**src/hdl/blm_defines.vh**
```
// constants for the low-side brake and vds monitor block
`ifndef BLM_DEFINES_VH
`define BLM_DEFINES_VH

// clock rate and time conversion (least times round up)
`define BLM_CLK_MHZ        40
`define BLM_NS2CYC(ns)     (((ns) * `BLM_CLK_MHZ + 999) / 1000)

// brake timing, figures in ns (plain defaults, set per product)
`define BLM_BLANK1_NS      2000
`define BLM_BLANK2_NS      4000
`define BLM_VDS_FILT_NS    1000
`define BLM_OV_FILT_NS     10000
`define BLM_BLANK1_CYC     `BLM_NS2CYC(`BLM_BLANK1_NS)
`define BLM_BLANK2_CYC     `BLM_NS2CYC(`BLM_BLANK2_NS)
`define BLM_VDS_FILT_CYC   `BLM_NS2CYC(`BLM_VDS_FILT_NS)
`define BLM_OV_FILT_CYC    `BLM_NS2CYC(`BLM_OV_FILT_NS)
`define BLM_CNT_W          12

// register byte offsets
`define BLM_OFF_CTRL       12'h000
`define BLM_OFF_DSSTAT     12'h004
`define BLM_OFF_STATE      12'h008
`define BLM_OFF_IRQSTAT    12'h00C
`define BLM_OFF_IRQMASK    12'h010

// control register fields
`define BLM_CTRL_SLAM      0
`define BLM_CTRL_PARK      1
`define BLM_CTRL_OVBR      2
`define BLM_CTRL_VDSTH     3
`define BLM_CTRL_BLANK     4
`define BLM_CTRL_CHARGE_PUMP_ENABLE      5
`define BLM_CTRL_OVCFG_LO  8
`define BLM_CTRL_DIS_LO    16
`define BLM_CTRL_RESET     32'h00000000

// drain-source status fields: [3:0] low-side faults, 4 main, 5 internal
`define BLM_DS_MAIN        4
`define BLM_DS_INT         5
`define BLM_NLS            4
`define BLM_NEV            6

`endif

```
**src/hdl/blm_brake_monitor.v**
```verilog
// low-side brake control, vds supervision and apb register file
//
// Functional notes
// slam enabled and pin high: brake
// parking enabled in sleep/stop: brake
// overvoltage brake armed in every mode
// threshold select bit picks vds threshold
// blank starts at brake, select picks length
// vds fault ignored while blanking
// fault needs persistence for filter time
// fault turns all low sides off, latched
// fault leaves enable and disable bits alone
// fault sets per-channel status flag
// low sides off until all low-side flags cleared
// charge pump off while any low-side flag set
// pump enable stored; starts after clear
// supply overvoltage turns all low sides on
// overvoltage sets matching supply flag
// supplies low for filter time: release
// vds fault ends overvoltage braking too
// counters on clock; filter restarts on drop
// software clears flags after fixing cause
`timescale 1ns/1ps
`default_nettype none
`include "blm_defines.vh"

module blm_brake_monitor (
   // clock and reset
   input  wire        pclk,
   input  wire        presetn,
   // apb slave
   input  wire        psel,
   input  wire        penable,
   input  wire        pwrite,
   input  wire [11:0] paddr,
   input  wire [31:0] pwdata,
   output wire        pready,
   output wire [31:0] prdata,
   output wire        pslverr,
   // pins and comparators (asynchronous)
   input  wire        slam_input_pin,
   input  wire        vs_ov_cmp,
   input  wire        vsint_ov_cmp,
   input  wire [3:0]  lowside_vds_cmp,
   // device mode from the mode controller (same clock)
   input  wire        sleep_or_stop_mode,
   // gate driver and analog controls
   output wire [3:0]  lowside_on,
   output wire        charge_pump_on,
   output wire        vds_threshold_select,
   output wire [2:0]  ovbr_config,
   // interrupt
   output wire        irq
);

   // address match shared by read and write decode
   function is_reg;
      input [11:0] addr;
      input [11:0] off;
      begin
         is_reg = (addr == off);
      end
   endfunction

   // timer loads are cut to the counter width on purpose
   function [`BLM_CNT_W-1:0] cnt_of;
      input [31:0] cycles;
      begin
         cnt_of = cycles[`BLM_CNT_W-1:0];
      end
   endfunction

   // last count of a timer running up from zero; zero length stays zero
   function [`BLM_CNT_W-1:0] last_of;
      input [31:0] cycles;
      begin
         last_of = (cycles == 32'h00000000) ? {`BLM_CNT_W{1'b0}}
                                            : cycles[`BLM_CNT_W-1:0] - 1'b1;
      end
   endfunction

   // pin to gate: two sync edges plus one register edge
   // so slam trips reach the gates three cycles late, overvoltage trips four through ov_active_r
   // short against the brake turn-on and turn-off times

   // registers
   reg [31:0]           ctrl_r;
   reg [`BLM_NEV-1:0]   dsstat_r;
   reg [`BLM_NEV-1:0]   irqstat_r;
   reg [`BLM_NEV-1:0]   irqmask_r;
   reg                  pready_r;
   reg                  pslverr_r;
   reg [31:0]           prdata_r;
   // synchronisers
   reg                  slam_m_r;
   reg                  slam_s_r;
   reg [1:0]            ov_m_r;
   reg [1:0]            ov_s_r;
   reg [3:0]            vds_m_r;
   reg [3:0]            vds_s_r;
   // brake state
   reg                  ov_active_r;
   reg                  brake_act_d_r;
   reg [`BLM_CNT_W-1:0] blank_cnt_r;
   reg [`BLM_CNT_W-1:0] ovf_cnt_r;
   reg [`BLM_CNT_W-1:0] vf_cnt_r [0:`BLM_NLS-1];
   reg [3:0]            ls_on_r;
   reg                  cp_on_r;
   // filter loop index, kept apart from the detection loop index
   integer              j;

   wire                 slam_en   = ctrl_r[`BLM_CTRL_SLAM];
   wire                 park_en   = ctrl_r[`BLM_CTRL_PARK];
   wire                 ovbr_en   = ctrl_r[`BLM_CTRL_OVBR];
   wire                 blank_sel = ctrl_r[`BLM_CTRL_BLANK];
   wire                 cp_en     = ctrl_r[`BLM_CTRL_CHARGE_PUMP_ENABLE];
   wire [3:0]           slam_dis  = ctrl_r[`BLM_CTRL_DIS_LO+3:`BLM_CTRL_DIS_LO];

   // writable control bits; the rest read back zero
   localparam [31:0]    CTRL_WMASK = (32'h00000001 << `BLM_CTRL_SLAM)
                                   | (32'h00000001 << `BLM_CTRL_PARK)
                                   | (32'h00000001 << `BLM_CTRL_OVBR)
                                   | (32'h00000001 << `BLM_CTRL_VDSTH)
                                   | (32'h00000001 << `BLM_CTRL_BLANK)
                                   | (32'h00000001 << `BLM_CTRL_CHARGE_PUMP_ENABLE)
                                   | (32'h00000007 << `BLM_CTRL_OVCFG_LO)
                                   | (32'h0000000F << `BLM_CTRL_DIS_LO);

   // timer lengths in clock cycles, sized to the counters
   wire [`BLM_CNT_W-1:0] blank1_len = cnt_of(`BLM_BLANK1_CYC);
   wire [`BLM_CNT_W-1:0] blank2_len = cnt_of(`BLM_BLANK2_CYC);
   wire [`BLM_CNT_W-1:0] vds_last   = last_of(`BLM_VDS_FILT_CYC);
   wire [`BLM_CNT_W-1:0] ovf_last   = last_of(`BLM_OV_FILT_CYC);

   // apb qualifiers
   wire                 setup    = psel & ~penable;
   wire                 acc_done = psel & penable & pready_r;
   wire                 wr_done  = acc_done & pwrite;
   wire                 rd_done  = acc_done & ~pwrite;
   // one decode per register, shared by read, write and error logic
   wire                 sel_ctrl  = is_reg(paddr, `BLM_OFF_CTRL);
   wire                 sel_ds    = is_reg(paddr, `BLM_OFF_DSSTAT);
   wire                 sel_state = is_reg(paddr, `BLM_OFF_STATE);
   wire                 sel_irqs  = is_reg(paddr, `BLM_OFF_IRQSTAT);
   wire                 sel_irqm  = is_reg(paddr, `BLM_OFF_IRQMASK);
   wire                 mapped    = sel_ctrl | sel_ds | sel_state | sel_irqs | sel_irqm;
   // strobes at the access edge, where writes and read clears take effect
   wire                 wr_ctrl   = wr_done & sel_ctrl;
   wire                 wr_ds     = wr_done & sel_ds;
   wire                 wr_irqm   = wr_done & sel_irqm;
   wire                 rd_irqs   = rd_done & sel_irqs;

   // brake requests
   wire                 slam_req  = slam_en & slam_s_r;
   wire                 park_req  = park_en & sleep_or_stop_mode;
   wire                 ov_trip   = ovbr_en & (ov_s_r[0] | ov_s_r[1]);
   wire                 brake_req = slam_req | park_req | ov_active_r;
   wire                 fault_any = |dsstat_r[`BLM_NLS-1:0];
   // a latched fault holds every low side off, disabled ones too
   wire                 brake_act = brake_req & ~fault_any;
   wire                 brake_start = brake_act & ~brake_act_d_r;
   wire                 blanking  = (blank_cnt_r != {`BLM_CNT_W{1'b0}});

   // slam disable bits only mask channels when slam is the sole cause
   reg  [3:0]           ch_en;
   always @* begin
      ch_en = 4'h0;
      if (park_req | ov_active_r)
         ch_en = 4'hF;
      else if (slam_req)
         ch_en = ~slam_dis;
   end

   // per-channel filter expiry and new fault detection
   // a channel is watched only while driven and past its blank window
   wire [3:0]           mon_armed = ls_on_r & vds_s_r & {4{~blanking}};
   reg  [3:0]           vds_det;
   integer              i;
   always @* begin
      vds_det = 4'h0;
      for (i = 0; i < `BLM_NLS; i = i + 1) begin
         vds_det[i] = mon_armed[i] & (vf_cnt_r[i] == vds_last);
      end
   end
   wire                 fault_new = |vds_det;

   // events into the status flags
   wire                 ev_main = ov_trip & ov_s_r[0];
   wire                 ev_int  = ov_trip & ov_s_r[1];
   wire [`BLM_NEV-1:0]  ev      = {ev_int, ev_main, vds_det};

   // readable words, zero above the implemented bits
   wire [31:0]          ds_word    = {26'h0000000, dsstat_r};
   wire [31:0]          state_word = {24'h000000, cp_on_r, blanking, ov_active_r,
                                      brake_act, ls_on_r};
   wire [31:0]          irqs_word  = {26'h0000000, irqstat_r};
   wire [31:0]          irqm_word  = {26'h0000000, irqmask_r};

   // pump permission; braking and latched faults both hold it off
   wire                 cp_allow   = cp_en & ~fault_any & ~fault_new & ~brake_act;

   // two-flop synchronisers on every asynchronous input
   always @(posedge pclk or negedge presetn) begin
      if (!presetn) begin
         slam_m_r <= 1'b0;
         slam_s_r <= 1'b0;
         ov_m_r   <= 2'h0;
         ov_s_r   <= 2'h0;
         vds_m_r  <= 4'h0;
         vds_s_r  <= 4'h0;
      end else begin
         slam_m_r <= slam_input_pin;
         slam_s_r <= slam_m_r;
         ov_m_r   <= {vsint_ov_cmp, vs_ov_cmp};
         ov_s_r   <= ov_m_r;
         vds_m_r  <= lowside_vds_cmp;
         vds_s_r  <= vds_m_r;
      end
   end

   // apb slave: one wait-free access, answer prepared in setup
   always @(posedge pclk or negedge presetn) begin
      if (!presetn) begin
         pready_r  <= 1'b0;
         pslverr_r <= 1'b0;
         prdata_r  <= 32'h00000000;
      end else begin
         pready_r  <= setup;
         pslverr_r <= setup & ~mapped;
         // read word captured in setup, so the access needs no wait
         if (setup & ~pwrite) begin
            if (sel_ctrl)
               prdata_r <= ctrl_r;
            else if (sel_ds)
               prdata_r <= ds_word;
            else if (sel_state)
               prdata_r <= state_word;
            else if (sel_irqs)
               prdata_r <= irqs_word;
            else if (sel_irqm)
               prdata_r <= irqm_word;
            else
               prdata_r <= 32'h00000000;
         end
      end
   end

   // control and interrupt mask registers; faults never touch them
   always @(posedge pclk or negedge presetn) begin
      if (!presetn) begin
         ctrl_r    <= `BLM_CTRL_RESET;
         irqmask_r <= {`BLM_NEV{1'b0}};
      end else begin
         // pump enable is stored even while faults are latched
         if (wr_ctrl)
            ctrl_r <= pwdata & CTRL_WMASK;
         if (wr_irqm)
            irqmask_r <= pwdata[`BLM_NEV-1:0];
      end
   end

   // drain-source status: set by hardware, write one to clear, set wins
   always @(posedge pclk or negedge presetn) begin
      if (!presetn)
         dsstat_r <= {`BLM_NEV{1'b0}};
      // a write only clears; an event in the same cycle still sets
      else if (wr_ds)
         dsstat_r <= (dsstat_r & ~pwdata[`BLM_NEV-1:0]) | ev;
      else
         dsstat_r <= dsstat_r | ev;
   end

   // interrupt status: cleared by a read, a new event wins
   always @(posedge pclk or negedge presetn) begin
      if (!presetn)
         irqstat_r <= {`BLM_NEV{1'b0}};
      // clear lands on the access edge, where the master takes the word
      else if (rd_irqs)
         irqstat_r <= ev;
      else
         irqstat_r <= irqstat_r | ev;
   end

   // overvoltage brake: trip immediately, release after the filter
   always @(posedge pclk or negedge presetn) begin
      if (!presetn) begin
         ov_active_r <= 1'b0;
         ovf_cnt_r   <= {`BLM_CNT_W{1'b0}};
      end else if (!ovbr_en) begin
         ov_active_r <= 1'b0;
         ovf_cnt_r   <= {`BLM_CNT_W{1'b0}};
      end else if (ov_trip) begin
         ov_active_r <= 1'b1;
         ovf_cnt_r   <= {`BLM_CNT_W{1'b0}};
      end else if (ov_active_r) begin
         // comparators carry the hysteresis; both are low here
         // release only after both supplies stayed low this long
         if (ovf_cnt_r == ovf_last) begin
            ov_active_r <= 1'b0;
            ovf_cnt_r   <= {`BLM_CNT_W{1'b0}};
         end else begin
            ovf_cnt_r   <= ovf_cnt_r + 1'b1;
         end
      end
   end

   // blank timer loaded at each brake activation
   always @(posedge pclk or negedge presetn) begin
      if (!presetn) begin
         brake_act_d_r <= 1'b0;
         blank_cnt_r   <= {`BLM_CNT_W{1'b0}};
      end else begin
         brake_act_d_r <= brake_act;
         if (brake_start)
            // select is sampled at activation; later writes wait for the next brake
            blank_cnt_r <= blank_sel ? blank2_len : blank1_len;
         else if (!brake_act)
            blank_cnt_r <= {`BLM_CNT_W{1'b0}};
         else if (blanking)
            blank_cnt_r <= blank_cnt_r - 1'b1;
      end
   end

   // per-channel vds filter; a drop before expiry restarts it
   always @(posedge pclk or negedge presetn) begin
      if (!presetn) begin
         for (j = 0; j < `BLM_NLS; j = j + 1)
            vf_cnt_r[j] <= {`BLM_CNT_W{1'b0}};
      end else begin
         for (j = 0; j < `BLM_NLS; j = j + 1) begin
            if (!mon_armed[j] || vds_det[j])
               vf_cnt_r[j] <= {`BLM_CNT_W{1'b0}};
            else
               vf_cnt_r[j] <= vf_cnt_r[j] + 1'b1;
         end
      end
   end

   // gate and pump commands; a detection drops all low sides next edge
   always @(posedge pclk or negedge presetn) begin
      if (!presetn) begin
         ls_on_r <= 4'h0;
         cp_on_r <= 1'b0;
      end else begin
         // a fresh detection wins over a still-standing brake request
         if (brake_act & ~fault_new)
            ls_on_r <= ch_en;
         else
            ls_on_r <= 4'h0;
         // pump stays off while braking and while faults are latched
         cp_on_r <= cp_allow;
      end
   end

   // outputs
   assign pready               = pready_r;
   assign pslverr              = pslverr_r;
   assign prdata               = prdata_r;
   assign lowside_on           = ls_on_r;
   assign charge_pump_on       = cp_on_r;
   assign vds_threshold_select = ctrl_r[`BLM_CTRL_VDSTH];
   assign ovbr_config          = ctrl_r[`BLM_CTRL_OVCFG_LO+2:`BLM_CTRL_OVCFG_LO];
   assign irq                  = |(irqstat_r & irqmask_r);

endmodule

`default_nettype wire

```
**config.mk**
```make
export PLATFORM = sky130hd
export DESIGN_NAME = blm_brake_monitor
export DESIGN_NICKNAME = d
export VERILOG_FILES = /design/src/hdl/blm_brake_monitor.v
export VERILOG_INCLUDE_DIRS = /design/src /design/src/hdl
export SDC_FILE = /design/constraint.sdc
export NUM_CORES = 1
export LEC_CHECK = 0
export BUFFER_PORTS_ARGS = -buffer_cell sky130_fd_sc_hd__buf_2
export CORE_UTILIZATION = 57
export DETAILED_ROUTE_END_ITERATION = 8
export PLACE_DENSITY = 0.83
export SYNTH_ARGS = -nofsm -noshare
export SYNTH_HDL_FRONTEND = slang
export SYNTH_SLANG_ARGS = --single-unit
```
**constraint.sdc**
```tcl
create_clock -name pclk -period 2.54 [get_ports pclk]
set_input_delay 0.127 -clock pclk [delete_from_list [all_inputs] [get_ports pclk]]
set_output_delay 0.127 -clock pclk [all_outputs]
set_load 0.01 [all_outputs]
```
### After elaboration in Yosys (flattened, before gate mapping)

Index checks and enable logic that the tools add are counted.

| word-level totals | value |
|---|---|
| register bits after elaboration | 158 |
| input bits | 57 |
| output and inout port bits | 44 |
| logic and storage cells | 130 |

| operators by class | value |
|---|---|
| add/sub/neg operators | 6 |
| equality and inequality tests | 11 |
| muxes and demuxes | 26 |
| bitwise operators | 51 |
| reduce and logical (&&, ||, !) cells | 13 |

Operator list:

| cell | count |
|---|---|
| $mux 12 | 11 |
| $add 12x1->12 const B | 5 |
| $eq 12x6->1 const B | 4 |
| $and 1x1->1 | 26 |
| $eq 12x4->1 const B | 2 |
| $mux 6 | 4 |
| $mux 8 | 3 |
| $mux 20 | 1 |
| $or 6x6->6 | 3 |
| $and 6x6->6 | 2 |
| $eq 12x3->1 const B | 1 |
| $eq 12x5->1 const B | 1 |
| $eq 12x9->1 const B | 1 |
| $logic_not 12->1 | 1 |
| $mux 4 | 3 |
| $reduce_bool 12->1 | 1 |
| $sub 12x1->12 const B | 1 |
| $and 4x4->4 | 2 |
| $not 1->1 | 8 |
| $or 1x1->1 | 8 |
| $reduce_or 4->1 | 2 |
| $ne 3x1->1 const B | 2 |
| $not 6->6 | 1 |
| $reduce_or 6->1 | 1 |
| 4 further kinds | 13 |

### Longest topological paths before layout

| depth | value |
|---|---|
| depth after elaboration | 8 |
| depth in mapped cells | 8 |
| gate-level depth less buffers | 6 |

### Least setup slack after synthesis

No wires, ideal clock.

| timing path | value |
|---|---|
| path type | input -> register |
| start | input paddr[0] |
| end | register ctrl_r[10] |
| library setup time | 125 ps |
| arrival time | 1810 ps |
| path slack | 605 ps |
| cell stages on the path | 6 |
| buffers on the path | 2 |
| cell sequence | or4_4 > nor4b_4 > and3b_1 > buf_2 > buf_4 > mux2_2 |

| on the way | value |
|---|---|
| word-level cells in the longest chain between the ends | 2 |

Ends and longest elaborated chain:

| item | line | source |
|---|---|---|
| start: declaration | blm_brake_monitor.v:35 | `input wire [11:0] paddr,` |
| $logic_not 12->1 | blm_brake_monitor.v:61 | `is_reg = (addr == off);` |
| $and 1x1->1 | blm_brake_monitor.v:148 | `wire wr_ctrl = wr_done & sel_ctrl;` |
| end signal: assignment | blm_brake_monitor.v:251 | `` ctrl_r <= `BLM_CTRL_RESET; `` |
| end signal: assignment | blm_brake_monitor.v:256 | `ctrl_r <= pwdata & CTRL_WMASK;` |
| end: declaration | blm_brake_monitor.v:87 | `reg [31:0] ctrl_r;` |

No other way between the ends.
A chain may end at the register's enable or synchronous reset.

### Worst setup path in the final report

| timing path | value |
|---|---|
| start | register blank_cnt_r[0] |
| end | register vf_cnt_r[13] (netlist bit) |

| on the way | value |
|---|---|
| word-level cells in the longest chain between the ends | 6 |
| elaborated cells on any way between the ends | 7 |

Ends and longest elaborated chain:

| item | line | source |
|---|---|---|
| start: declaration | blm_brake_monitor.v:104 | `` reg [`BLM_CNT_W-1:0] blank_cnt_r; `` |
| start signal: assignment | blm_brake_monitor.v:311 | `` blank_cnt_r <= {`BLM_CNT_W{1'b0}}; `` |
| start signal: assignment | blm_brake_monitor.v:316 | `blank_cnt_r <= blank_sel ? blank2_len : blank1_len;` |
| start signal: assignment | blm_brake_monitor.v:318 | `` blank_cnt_r <= {`BLM_CNT_W{1'b0}}; `` |
| $reduce_bool 12->1 (*) | blm_brake_monitor.v:162 | `` wire blanking = (blank_cnt_r != {`BLM_CNT_W{1'b0}}); `` |
| $not 1->1 (*) | blm_brake_monitor.v:176 | `wire [3:0] mon_armed = ls_on_r & vds_s_r & {4{~blanking}};` |
| $and 4x4->4 (*) | blm_brake_monitor.v:176 |  |
| $and 1x1->1 / $logic_not 1->1 (equally long branches) | blm_brake_monitor.v:182, blm_brake_monitor.v:331 |  |
| $logic_or 1x1->1 (*) | blm_brake_monitor.v:331 | `if (!mon_armed[j] \|\| vds_det[j])` |
| $mux 12 (*) | blm_brake_monitor.v:331 |  |
| end signal: indexed assignment | blm_brake_monitor.v:328 | `` vf_cnt_r[j] <= {`BLM_CNT_W{1'b0}}; `` |
| end signal: indexed assignment | blm_brake_monitor.v:332 | `` vf_cnt_r[j] <= {`BLM_CNT_W{1'b0}}; `` |
| end signal: indexed assignment | blm_brake_monitor.v:334 | `vf_cnt_r[j] <= vf_cnt_r[j] + 1'b1;` |
| end: declaration | blm_brake_monitor.v:106 | `` reg [`BLM_CNT_W-1:0] vf_cnt_r [0:`BLM_NLS-1]; `` |

Every way passes the cells marked *; elsewhere a longest branch is shown, timed or not.

==> metrics.md <==
| Metric | Value |
|---|---|
| CP Capture Type | `register` |
| Tcrit/Tclk final | `0.909` |
| Initial Utilization | `0.586` |
| H-Tree Level Count | `4` |
| Achievable Freq | `433 MHz` |
| Share of cells above drive strength 1 | `0.191` |
| Main synth FF type | `dfrtp_1` |
| Hold crit path type | `input port to register` |
| RePlAce Congestion | `around 0.9` |
| Mapped cell area | `0.00672 mm2` |
| # IOs | `101` |
| Wire per inst | `17.5 um` |
| Post-DP HPWL | `about 10000 um` |
| Post-synth top area share | `0.525` |
| GR Util All Layers | `0.271` |
| VDD IR-drop max | `0.876 mV` |
| Number of global-route vias before repair | `5376` |
| Final setup fails | `0` |
| R2R depth | `6` |
| Cell area power density | `636 mW/mm2` |
| DIE AREA | `between 0.01 and 0.015 mm2` |
| Initial antenna violation count | `0` |
| Postcts setup bufs | `0` |
| Crit path kind | `register to register` |
| Pins Over Slew Limit | `0` |
| Crit-path max FO | `13` |
| Detail Route Antenna Nets | `0` |
| Port Buffer Count | `64` |
| Leakage | `3.55 nW` |
| Vias | `5342` |
| Largest net degree at the start of global routing | `67` |
| WHS | `between 0.015 and 0.02 ns` |
| R2R Path End | `vf_cnt_r[13]` |
| Synthesis-stage register bit count | `141` |
| Status | `complete, no violations` |
| Ys async rst share | `1.00` |
| Number of vias per cell | `6.02` |
| Area Growth Syn to Fin | `18.7%` |
| Post-route minimum period | `2.31 ns` |
| CTS tree | `built` |
| Drt pass-1 iters | `5` |
| DR iter-0 viols | `roughly 400` |
| EDFF count, synth | `0` |
| Syn_area_per_cell | `about 10 um2` |
| Setup WS post-layout | `0.232 ns` |
| Root Buffer Master | `clkbuf_16` |
| Clock latency on the worst-skew pair | `0.42 ns` |
| Register area share after synthesis | `0.525` |
| Worst slew margin | `0.422` |
| Worst Path Required | `2.86 ns` |
| Worst-path clk slew | `roughly 0.06 ns` |
| Critical Path AT | `2.63 ns` |
| Worst setup path end | `vf_cnt_r[13]` |
| Global route overflow | `0` |
| FP Rows | `39` |
| Maximum clock insertion buffer count | `2` |
| CP startpoint | `blank_cnt_r[0]` |
| Die height | `111 um` |
| Pre-CTS setup slack | `0.324 ns` |
| Die W | `111 um` |
| Library cells used by synthesis | `52` |
| Layout fillers | `776` |
| Finished Layout Cells | `a little under 900` |
| Fin nets | `796` |
| Routed wire length | `15500 um` |
| Setup TNS | `0 ns` |
| Core area | `around 0.011 mm2` |
| Placed cell count | `834` |
| Leading area contributor after synthesis | `dfrtp_1` |
| Startpoint Class | `register` |
| CTS sink cnt | `~140` |
| RR Startpoint | `blank_cnt_r[0]` |
| Mapped Cells | `644` |
| Yosys warning count | `0` |
| Diodes inserted | `0` |
| Synth top area cells | `dfrtp_1, nor2_1, xnor2_1` |
| Final Hold Viols | `0` |
| CTS Buf Count | `17` |
| Residual DRC | `0` |
| Max Clock Skew | `roughly 0.0076 ns` |
| Max_cap viols | `0` |
| FF-to-FF setup slack | `0.23 ns` |
| Worst slew pin tran | `around 0.86 ns` |
| RSZ-0062 raised after global routing | `no` |
| First-pass GRT wire length | `26100 um` |
-- power breakdown --
| part | internal, mW | total (mW) | switching (mW) |
|---|---|---|---|
| logic | 0.0614 | 0.164 | 0.103 |
| clock network | 1.67 | 2.64 | 0.961 |
| registers | 2.26 | 2.27 | 0.00812 |
-- cells in the final DEF, fill, tap and decap left out, drive strengths merged, types with 17 or more instances in the layout --
cell,Yosys,final
xor2,23,23
xnor2,26,26
dfrtp,141,141
nor2,82,82
dlygate4sd3,0,22
nand3,31,31
inv,19,23
mux2,19,19
nor4,18,18
buf,27,74
clkbuf,16,19
nand2,38,38
conb,1,17
nand4,25,25
-- cell families after synthesis --
group / synth area share
compound gates: 0.0842
xor+xnor: 0.0639
fa+ha+maj: 0.0130
buf+inv: 0.0471
flops: 0.525
mux: 0.0408
other cells: 0.000558
simple gates: 0.225
-- flip-flops by register name, indices dropped and copies added (netlist names), 2 cells and up --
| name | flops |
|---|---|
| blank_cnt_r | 12 |
| ctrl_r | 13 |
| dsstat_r | 6 |
| irqmask_r | 6 |
| irqstat_r | 6 |
| lowside_on | 4 |
| ov_m_r | 2 |
| ov_s_r | 2 |
| ovf_cnt_r | 12 |
| prdata | 15 |
| vds_m_r | 4 |
| vds_s_r | 4 |
| vf_cnt_r | 48 |
-- per-stage QoR --
step	total power, mW	utilization	cell area (um2)
2_1_floorplan	2.37	-	6780
3_3_place_gp	2.44	0.621	7130
3_5_place_dp	2.45	0.621	7130
4_1_cts	5.10	0.695	7970
5_1_grt	5.22	0.695	7970
6_report	5.07	0.695	7970
-- cell type report --
| type | instances | area [um2] | share of cell area |
|---|---|---|---|
| clock buffers | 19 | 443 | 0.0555 |
| clock inverters | 12 | 184 | 0.0231 |
| well taps | 143 | 179 | 0.0224 |
| inverters | 19 | 71.3 | 0.00894 |
| flip-flops and latches | 141 | 3530 | 0.442 |
| repair buffers | 96 | 634 | 0.0796 |
| multi-input cells | 457 | 2930 | 0.368 |
-- per-layer routing --
layer	wire (um)	track usage
met5	0	0
met4	401	0.127
met3	935	0.0576
met2	8040	0.470
met1	6170	0.321
-- worst max-delay path, cell delays in order (launching register included) --
cell,delay (ns)
dfrtp_1,0.39
inv_1,0.12
ha_1,0.17
nor3b_1,0.31
and3_1,0.51
nand3_1,0.43
nor2_1,0.27
-- what timing repair did --
action,4_1_cts,5_1_grt
hold endpoints to repair,75,0
resized for setup,0,0
hold buffers,22,0
-- worst min path at each step --
stage / cells after the start / end / slack (ns) / from
floorplan: 0 / blank_cnt_r[0] / -0.17 / presetn
global placement: 1 / vf_cnt_r[3] / 0.11 / presetn
detailed placement: 1 / vf_cnt_r[6] / 0.12 / presetn
CTS: 2 / ctrl_r[5] / 0.006 / pwdata[5]
global route: 2 / ctrl_r[5] / 0.01 / pwdata[5]
finish: 2 / ctrl_r[5] / 0.02 / pwdata[5]
-- synthesized netlist by cell type, types with 7 or more instances --
cell type	number
nand3_1	31
xor2_1	23
o21ai_0	13
or3_1	10
o31ai_1	9
a22o_1	11
a22oi_1	9
ha_1	7
and3_1	13
inv_1	19
nor2_1	82
a21oi_1	9
nand4_1	25
mux2_2	19
nand2_1	38
clkbuf_1	16
nor3_1	15
xnor2_1	26
dfrtp_1	141
buf_4	21
nor4_1	16
(Power assumes the default switching activity.)
